### src/hw/axr_pkg.sv
// constants for the auxiliary pin, measurement select and alert enable bank
// assumes byte-wide register access from a two-wire bus front end
`default_nettype none
package axr_pkg;
  localparam int AXR_DATA_W = 8;
  localparam int AXR_ADDR_W = 8;
  localparam int AXR_NREG = 7;
  localparam int AXR_NAUX = 4;
  localparam logic [7:0] AXR_OFF_AUX_CFG = 8'h12;
  localparam logic [7:0] AXR_OFF_SEL_SINGLE = 8'h13;
  localparam logic [7:0] AXR_OFF_SEL_DIFF = 8'h14;
  localparam logic [7:0] AXR_OFF_FAULT_EN = 8'h15;
  localparam logic [7:0] AXR_OFF_MEAS_MAIN = 8'h16;
  localparam logic [7:0] AXR_OFF_MEAS_ANALOG = 8'h17;
  localparam logic [7:0] AXR_OFF_MEAS_AUX = 8'h18;
  localparam logic [7:0] AXR_RST_AUX_CFG = 8'hf0;
  localparam logic [7:0] AXR_RST_SEL_SINGLE = 8'hff;
  localparam logic [7:0] AXR_RST_SEL_DIFF = 8'h0f;
  localparam logic [7:0] AXR_RST_FAULT_EN = 8'h00;
  localparam logic [7:0] AXR_RST_MEAS = 8'h00;
  localparam int AXR_DIR_LSB = 4;
  localparam int AXR_LVL_LSB = 0;
  localparam int AXR_BIT_EN_CHANGE = 7;
  localparam int AXR_BIT_NVM_WRITE = 6;
  localparam int AXR_NMEAS_MAIN = 6;
  localparam logic [7:0] AXR_READ_UNMAPPED = 8'h00;
endpackage
`default_nettype wire

### src/hw/axr_regs.sv
// configuration bank: auxiliary pins, measurement select, alert enables
// assumes a byte-wide register port decoded by the two-wire bus front end,
// and fault / threshold event pulses from the monitor on core_clk
//
// Operation
// - direction bits 7..4 of aux config; one is input, reset one
// - level bits 3..0 of aux config drive pins set as outputs, reset zero
// - single select bits pick aux pins and analog inputs, reset all ones
// - diff select bits 7..4 add differential pairs, reset zero
// - diff select bits 3..0 pick sense, drain and drain-sense, reset one
// - fault alert enable per fault type, bits 7..0, reset zero
// - main alert bit 7 enables alert on enable pin change
// - main alert bit 6 enables alert on nonvolatile memory write
// - main alert bits 5..0 enable sense, supply, power high/low alerts
// - analog alert pairs, input one at bits 7:6, reset zero
// - aux pin alert pairs, pin one at bits 7:6, reset zero
// - any enabled alert latches a status bit, cleared only by alert_status_clear or reset
`timescale 1ns/100ps
`default_nettype none
module axr_regs #(
  parameter int NAUX = axr_pkg::AXR_NAUX
) (
  input wire logic core_clk,
  input wire logic rst,
  input wire logic reg_wr,
  input wire logic reg_rd,
  input wire logic [axr_pkg::AXR_ADDR_W-1:0] reg_addr,
  input wire logic [axr_pkg::AXR_DATA_W-1:0] reg_wdata,
  output logic [axr_pkg::AXR_DATA_W-1:0] reg_rdata,
  output logic reg_rvalid,
  input wire logic alert_status_clear,
  input wire logic [NAUX-1:0] aux_pin_in,
  output logic [NAUX-1:0] aux_pin_out,
  output logic [NAUX-1:0] aux_pin_oe,
  output logic [NAUX-1:0] aux_pin_in_sync,
  output logic [7:0] measure_sel_single,
  output logic [7:0] measure_sel_diff,
  input wire logic [7:0] fault_event,
  input wire logic enable_pin,
  input wire logic nvm_write_event,
  input wire logic [axr_pkg::AXR_NMEAS_MAIN-1:0] main_limit_event,
  input wire logic [7:0] analog_limit_event,
  input wire logic [7:0] aux_limit_event,
  output logic alert_generated,
  output logic alert_pulse
);
  // elaboration check: the logic serves exactly four pins
  if (NAUX != axr_pkg::AXR_NAUX)
  begin : g_naux_check
    $error("axr_regs: NAUX must equal the four register bits");
  end

  logic [7:0] aux_pin_config;
  logic [7:0] measure_select_single;
  logic [7:0] measure_select_diff;
  logic [7:0] fault_alert_enable;
  logic [7:0] measure_alert_enable_main;
  logic [7:0] measure_alert_enable_analog_in;
  logic [7:0] measure_alert_enable_aux_pin;
  logic [NAUX-1:0] aux_sync;
  logic en_sync;
  logic en_prev;
  logic en_changed;
  logic next_alert;
  logic [7:0] next_rdata;

  function automatic logic hit(input logic [7:0] a, input logic [7:0] off);
    hit = (a == off);
  endfunction

  axr_sync #(.WIDTH(NAUX + 1)) u_sync (
    .core_clk(core_clk),
    .rst(rst),
    .async_in({enable_pin, aux_pin_in}),
    .sync_out({en_sync, aux_sync})
  );

  // register writes, each byte kept whole
  always_ff @(posedge core_clk or posedge rst)
  begin
    if (rst)
    begin
      aux_pin_config <= axr_pkg::AXR_RST_AUX_CFG;
      measure_select_single <= axr_pkg::AXR_RST_SEL_SINGLE;
      measure_select_diff <= axr_pkg::AXR_RST_SEL_DIFF;
      fault_alert_enable <= axr_pkg::AXR_RST_FAULT_EN;
      measure_alert_enable_main <= axr_pkg::AXR_RST_MEAS;
      measure_alert_enable_analog_in <= axr_pkg::AXR_RST_MEAS;
      measure_alert_enable_aux_pin <= axr_pkg::AXR_RST_MEAS;
    end
    else if (reg_wr)
    begin
      if (hit(reg_addr, axr_pkg::AXR_OFF_AUX_CFG))
        aux_pin_config <= reg_wdata;
      if (hit(reg_addr, axr_pkg::AXR_OFF_SEL_SINGLE))
        measure_select_single <= reg_wdata;
      if (hit(reg_addr, axr_pkg::AXR_OFF_SEL_DIFF))
        measure_select_diff <= reg_wdata;
      if (hit(reg_addr, axr_pkg::AXR_OFF_FAULT_EN))
        fault_alert_enable <= reg_wdata;
      if (hit(reg_addr, axr_pkg::AXR_OFF_MEAS_MAIN))
        measure_alert_enable_main <= reg_wdata;
      if (hit(reg_addr, axr_pkg::AXR_OFF_MEAS_ANALOG))
        measure_alert_enable_analog_in <= reg_wdata;
      if (hit(reg_addr, axr_pkg::AXR_OFF_MEAS_AUX))
        measure_alert_enable_aux_pin <= reg_wdata;
    end
  end

  // read mux
  always_comb
  begin
    next_rdata = axr_pkg::AXR_READ_UNMAPPED;
    case (reg_addr)
      axr_pkg::AXR_OFF_AUX_CFG: next_rdata = aux_pin_config;
      axr_pkg::AXR_OFF_SEL_SINGLE: next_rdata = measure_select_single;
      axr_pkg::AXR_OFF_SEL_DIFF: next_rdata = measure_select_diff;
      axr_pkg::AXR_OFF_FAULT_EN: next_rdata = fault_alert_enable;
      axr_pkg::AXR_OFF_MEAS_MAIN: next_rdata = measure_alert_enable_main;
      axr_pkg::AXR_OFF_MEAS_ANALOG:
        next_rdata = measure_alert_enable_analog_in;
      axr_pkg::AXR_OFF_MEAS_AUX: next_rdata = measure_alert_enable_aux_pin;
      default: next_rdata = axr_pkg::AXR_READ_UNMAPPED;
    endcase
  end

  always_ff @(posedge core_clk or posedge rst)
  begin
    if (rst)
    begin
      reg_rdata <= '0;
      reg_rvalid <= 1'b0;
    end
    else
    begin
      reg_rvalid <= reg_rd;
      if (reg_rd)
        reg_rdata <= next_rdata;
    end
  end

  // aux pin drivers, one per pin
  genvar gi;
  generate
    for (gi = 0; gi < NAUX; gi++)
    begin : g_aux
      always_ff @(posedge core_clk or posedge rst)
      begin
        if (rst)
        begin
          aux_pin_oe[gi] <= 1'b0;
          aux_pin_out[gi] <= 1'b0;
        end
        else
        begin
          // one in direction bit means input, so no drive
          aux_pin_oe[gi] <=
            ~aux_pin_config[axr_pkg::AXR_DIR_LSB + gi];
          // level reaches the pin only while it is an output
          aux_pin_out[gi] <= aux_pin_config[axr_pkg::AXR_LVL_LSB + gi]
            & ~aux_pin_config[axr_pkg::AXR_DIR_LSB + gi];
        end
      end
    end
  endgenerate

  // selections and synchronised inputs
  always_ff @(posedge core_clk or posedge rst)
  begin
    if (rst)
    begin
      measure_sel_single <= axr_pkg::AXR_RST_SEL_SINGLE;
      measure_sel_diff <= axr_pkg::AXR_RST_SEL_DIFF;
      aux_pin_in_sync <= '0;
    end
    else
    begin
      measure_sel_single <= measure_select_single;
      measure_sel_diff <= measure_select_diff;
      aux_pin_in_sync <= aux_sync;
    end
  end

  // enable pin change detect on synchronised level
  always_ff @(posedge core_clk or posedge rst)
  begin
    if (rst)
      en_prev <= 1'b0;
    else
      en_prev <= en_sync;
  end

  assign en_changed = en_sync ^ en_prev;

  // gate every source by its enable bit
  always_comb
  begin
    next_alert = |(fault_event & fault_alert_enable)
      | (en_changed
         & measure_alert_enable_main[axr_pkg::AXR_BIT_EN_CHANGE])
      | (nvm_write_event
         & measure_alert_enable_main[axr_pkg::AXR_BIT_NVM_WRITE])
      | |(main_limit_event
          & measure_alert_enable_main[axr_pkg::AXR_NMEAS_MAIN-1:0])
      | |(analog_limit_event & measure_alert_enable_analog_in)
      | |(aux_limit_event & measure_alert_enable_aux_pin);
  end

  // sticky status, set wins over clear
  always_ff @(posedge core_clk or posedge rst)
  begin
    if (rst)
    begin
      alert_generated <= 1'b0;
      alert_pulse <= 1'b0;
    end
    else
    begin
      alert_pulse <= next_alert;
      if (next_alert)
        alert_generated <= 1'b1;
      else if (alert_status_clear)
        alert_generated <= 1'b0;
    end
  end
endmodule // axr_regs
`default_nettype wire

### src/hw/axr_sync.sv
// two-flop synchroniser for a bus of pin levels
// assumes inputs come from outside the core_clk domain
`timescale 1ns/100ps
`default_nettype none
module axr_sync #(
  parameter int WIDTH = 1
) (
  input wire logic core_clk,
  input wire logic rst,
  input wire logic [WIDTH-1:0] async_in,
  output logic [WIDTH-1:0] sync_out
);
  logic [WIDTH-1:0] stage1;
  always_ff @(posedge core_clk or posedge rst)
  begin
    if (rst)
    begin
      stage1 <= '0;
      sync_out <= '0;
    end
    else
    begin
      stage1 <= async_in;
      sync_out <= stage1;
    end
  end
endmodule // axr_sync
`default_nettype wire

### config.mk
export PLATFORM = sky130hd
export DESIGN_NAME = axr_regs
export DESIGN_NICKNAME = d
export VERILOG_FILES = /design/src/hw/axr_pkg.sv /design/src/hw/axr_regs.sv /design/src/hw/axr_sync.sv
export SDC_FILE = /design/constraint.sdc
export NUM_CORES = 1
export LEC_CHECK = 0
export BUFFER_PORTS_ARGS = -buffer_cell sky130_fd_sc_hd__buf_4
export CORE_ASPECT_RATIO = 1.1
export CORE_MARGIN = 5
export CORE_UTILIZATION = 40
export CTS_BUF_LIST = sky130_fd_sc_hd__clkbuf_8
export DETAILED_ROUTE_END_ITERATION = 6
export RECOVER_POWER = 50
export REMOVE_ABC_BUFFERS = 1
export SLEW_MARGIN = 20
export SYNTH_ARGS = -nofsm -noshare
export SYNTH_HDL_FRONTEND = slang
export SYNTH_SLANG_ARGS = --single-unit
### constraint.sdc
create_clock -name core_clk -period 4.1 [get_ports core_clk]
set_input_delay 0.41 -clock core_clk [delete_from_list [all_inputs] [get_ports core_clk]]
set_output_delay 0.41 -clock core_clk [all_outputs]
set_load 0.05 [all_outputs]
=== Word-level counts from Yosys, hierarchy flattened ===
Index checks and enable logic that the tools add are counted.

* Input port bits: 57
* Output and inout bits: 39
* Bits in registers: 106

* Bitwise operators: 20
* Equality and inequality tests: 7
* Mux-type cells: 3
* Reductions and logical operators: 12

{| class="wikitable"
|+ Operators with widths
! cell !! count
|-
| $eq 8x5->1 const B || 7
|-
| $pmux 8 s7 || 1
|-
| $and 8x8->8 || 3
|-
| $reduce_or 8->1 || 3
|-
| $reduce_and 2->1 || 7
|-
| $and 1x1->1 || 6
|-
| $and 6x6->6 || 1
|-
| $reduce_or 6->1 || 1
|-
| $or 1x1->1 || 5
|-
| $not 1->1 || 4
|-
| $mux 1 || 2
|-
| $reduce_bool 2->1 || 1
|-
| $xor 1x1->1 || 1
|}

=== Logic depth before layout (Yosys ltp) ===
* Depth after elaboration: 8
* Mapped depth: 6
* Depth with buffers taken out: 4

=== Modules after synthesis ===
A second synthesis with hierarchy kept.

* Cell total of the unflattened synthesis: 281
* Area total of the unflattened synthesis: 4271.6 um2

{| class="wikitable"
|+ By module, submodules not included
! module !! cells each !! instances !! area each (um2) !! sequential area each (um2)
|-
| axr_regs || 270 || 1 || 4017.6 || 2437.3
|-
| axr_sync || 11 || 1 || 254.0 || 250.2
|}

=== Worst setup path before layout ===
No wires, ideal clock.

* Kind: in2reg
* From: input reg_addr[5] in the netlist's numbering
* To: register aux_pin_config[0]
* Library setup time: 0.125 ns
* Path slack: 2.248 ns
* Stages: 5
* Arrival time: 1.727 ns
* Path buffers: 1
* Required time: 3.975 ns
* Cell sequence: or4b_4 > nor2_4 > and3_1 > buf_4 > mux2_2

* Cells in the longest elaborated chain, start to end: 2

{| class="wikitable"
|+ Ends and longest elaborated chain
! element !! line !! RTL
|-
| start, declared || axr_regs.sv:27 || <nowiki>input wire logic [axr_pkg::AXR_ADDR_W-1:0] reg_addr,</nowiki>
|-
| $eq 8x5->1 || axr_regs.sv:68 || <nowiki>hit = (a == off);</nowiki>
|-
| $reduce_and 2->1 (no source line) || -- ||
|-
| end signal, assigned || axr_regs.sv:83 || <nowiki>aux_pin_config <= axr_pkg::AXR_RST_AUX_CFG;</nowiki>
|-
| end signal, assigned || axr_regs.sv:94 || <nowiki>aux_pin_config <= reg_wdata;</nowiki>
|-
| end, declared || axr_regs.sv:53 || <nowiki>logic [7:0] aux_pin_config;</nowiki>
|}

Every way passes these cells.
A chain may end at the register's enable or synchronous reset.

=== Worst setup path after layout ===
* From: input reg_addr[1] in the netlist's numbering
* To: register measure_select_single[7]

* Cells in the longest elaborated chain, start to end: 2

{| class="wikitable"
|+ Ends and longest elaborated chain
! element !! line !! RTL
|-
| $eq 8x5->1 || axr_regs.sv:68 ||
|-
| $reduce_and 2->1 (no source line) || -- ||
|-
| end signal, assigned || axr_regs.sv:84 || <nowiki>measure_select_single <= axr_pkg::AXR_RST_SEL_SINGLE;</nowiki>
|-
| end signal, assigned || axr_regs.sv:96 || <nowiki>measure_select_single <= reg_wdata;</nowiki>
|-
| end, declared || axr_regs.sv:54 || <nowiki>logic [7:0] measure_select_single;</nowiki>
|}

Every way passes these cells.

==> impl_metrics.json <==
{
  "cts-root-buf": "clkbuf_8",
  "hold_depth": 1,
  "cts_tree": "yes",
  "max_slew_margin_pct": 1.25,
  "layout_common_cells": "buf_4 (88), dfrtp_1 (78), mux2_2 (65), a22oi_1 (20), dfstp_1 (16)",
  "start_util_pct": 40.5,
  "portBuffers": 95,
  "fin_skew_ns": 0.00956,
  "die_w_um": 110,
  "synth_cell_types": 40,
  "synth-warning-count": 0,
  "setup_tns_ns": 0,
  "synth_seq_area_share_pct": 61.1,
  "slew_viol_final": 0,
  "post-cts-setup-buffers": 0,
  "coreArea_um2": 10900,
  "synth-async-reset-ratio_pct": 100,
  "final_common_cell": "buf_4",
  "fin_crit_ns": 2.08,
  "synthCells": 310,
  "status": "finished, final reports clean",
  "firstDrtPassIters": 4,
  "start_kind": "input port",
  "multi_input_area_um2": 1630,
  "cp.arrival_ns": 2.39,
  "syn_avg_cell_area_um2": 14.2,
  "seqCellArea_um2": 2690,
  "vias": 2925,
  "p_leak_nw": 2.53,
  "dp_hpwl_mm": 7.85,
  "cts_hold_repair.buffers": 0,
  "grt_pass1_vias": 3066,
  "cts_resized": 0,
  "area_growth_pct": 24.1,
  "holdWs_ns": 0.153,
  "synthesis.area_um2": 4400,
  "grtUsageTotal_pct": 17.5,
  "worstPathRequired_ns": 4.41,
  "synth_edf_count": 0,
  "crit_type": "input port to flop",
  "drtIter0Drc": 102,
  "num_rows": 40,
  "ys_seq_elements": 106,
  "hold_class": "input port to flop",
  "crit_fanout": 23,
  "clk_pin_slew_worst_paths_ns": 0.10,
  "htree_levels": 3,
  "worst_skew_pair.late_latency_ns": 0.38,
  "crit_path_end_kind": "flop",
  "cts.sinks": 106,
  "grt_setup_unrepaired": "no",
  "hold_violations": 0,
  "grt_max_degree": 80,
  "max_freq_mhz": 481,
  "r2r_cells": 4,
  "fp.dieArea_um2": 13200,
  "drc": 0,
  "wl_mm": 11.0,
  "synth_flop_cell": "dfrtp_1",
  "io_pins": 96,
  "fp.dieH_um": 120,
  "overflow": 0,
  "max-vdd-ir-drop_uv": 196,
  "cts_buffer_depth": 2,
  "finalSetupViolations": 0,
  "drv_cap": 0,
  "cts_buffers": 9,
  "fillCellCount": 999,
  "place_congestion": 0.846,
  "antenna_found_initial": 0,
  "worst_slew_pin_slew_ns": 1.48,
  "finalNetCount": 462,
  "min_period_over_period_pct": 50.7,
  "ant_nets": 0,
  "routedWlPerCell_um": 19.7,
  "pwr_density_cell_nw_per_um2": 391,
  "layout-drive-gt1-share_pct": 47.3,
  "viasPerCell": 5.25,
  "grt_pass1_wl_mm": 17.3,
  "n_antenna_cell": 0
}
## kinds of logic (layout without fill, tap and decap cells)
kind of cell,count (synthesis),after routing,share of synthesized area [%]
simple gates,64,64,10.9
mux,65,65,16.7
buf+inv,18,118,1.79
compound gates,56,56,9.34
xor+xnor,1,1,0.199
flops,106,106,61.1
## layer usage
| metal | up-vias | part of all wire, % | global-route usage (%) |
|---|---|---|---|
| li1 | 1335 | - | - |
| met1 | 1493 | 45 | 24.7 |
| met2 | 81 | 48 | 26.2 |
| met3 | 16 | 4.2 | 2.90 |
| met4 | 0 | 2.3 | 8.18 |
| met5 | - | 0 | 0 |
## metrics by stage
| step | worst slack [ns] | cell area (um2) | std cells | util (%) | total power [W] |
|---|---|---|---|---|---|
| 3_5_place_dp | 1.59 | 5250 | 541 | 48.3 | 0.00145 |
| 2_1_floorplan | 0.947 | 4340 | 298 | - | 0.00132 |
| 6_report | 2.02 | 5460 | 557 | 50.2 | 0.00213 |
| 4_1_cts | 2.01 | 5470 | 557 | 50.3 | 0.00216 |
| 3_3_place_gp | 1.73 | 5250 | 541 | 48.3 | 0.00145 |
| 5_1_grt | 1.69 | 5460 | 557 | 50.2 | 0.00223 |
## final timing paths
kind,slack [ns],start,endpoint
setup / recovery,2.02,reg_addr[1],measure_select_single[7]$_DFFE_PP1P_
hold / removal,0.15,aux_pin_in[3],u_sync.stage1[3]$_DFF_PP0_
setup reg to reg,2.24,fault_alert_enable[0]$_DFFE_PP0P_,alert_generated$_DFFE_PP0P_
hold reg to reg,0.36,u_sync.sync_out[3]$_DFF_PP0_,aux_pin_in_sync[3]$_DFF_PP0_
max in group asynchronous,2.13,rst,measure_alert_enable_aux_pin[5]$_DFFE_PP0P_
min in group asynchronous,0.16,rst,u_sync.sync_out[2]$_DFF_PP0_
## critical path, stage by stage
cell	delay (ns)
buf_4	0.23
nor3b_1	0.79
nand3_1	0.52
mux2_2	0.42
## final cells by class
type | count | area share, %
sequential | 106 | 49.3
timing repair buffer | 96 | 13.0
multi-input combinational | 186 | 29.9
tap | 147 | 3.37
clock buffer | 9 | 2.27
clock inverter | 7 | 1.74
inverter | 6 | 0.504
## registers in the layout (all words and copies together) (netlist names), 8 cells and up
name                            flops
reg_rdata                           8
measure_sel_diff                    8
aux_pin_config                      8
measure_alert_enable_main           8
measure_select_diff                 8
measure_alert_enable_aux_pin        8
fault_alert_enable                  8
measure_select_single               8
measure_sel_single                  8
measure_alert_enable_analog_in      8
## where the power goes
group / total (W) / leakage [nW] / internal [W] / switching [W]
Sequential: 0.00114 / 1.31 / 0.00111 / 0.0000337
Combinational: 0.000286 / 1.12 / 0.000113 / 0.000173
Clock: 0.000710 / 0.103 / 0.000343 / 0.000367
## cells in the mapped netlist, types with 2 or more instances
cell type	n	share of area (%)
a21oi_1	7	0.80
buf_4	2	0.34
nand2b_1	2	0.28
a221oi_1	8	1.6
a211o_1	2	0.40
inv_1	6	0.51
nand4_1	2	0.28
and2_1	8	1.1
nor2_1	2	0.17
mux2_2	65	17
nor2b_1	7	1.0
nor4b_4	2	1.1
o21ai_0	8	0.91
buf_1	2	0.17
clkbuf_1	5	0.43
nand2_1	8	0.68
nand3_1	4	0.46
buf_2	3	0.34
dfstp_2	28	17
dfrtp_1	78	44
nand3b_1	14	2.4
nor4bb_1	2	0.46
a22oi_1	20	3.4
a22o_1	9	1.8
(Power assumes the default switching activity.)
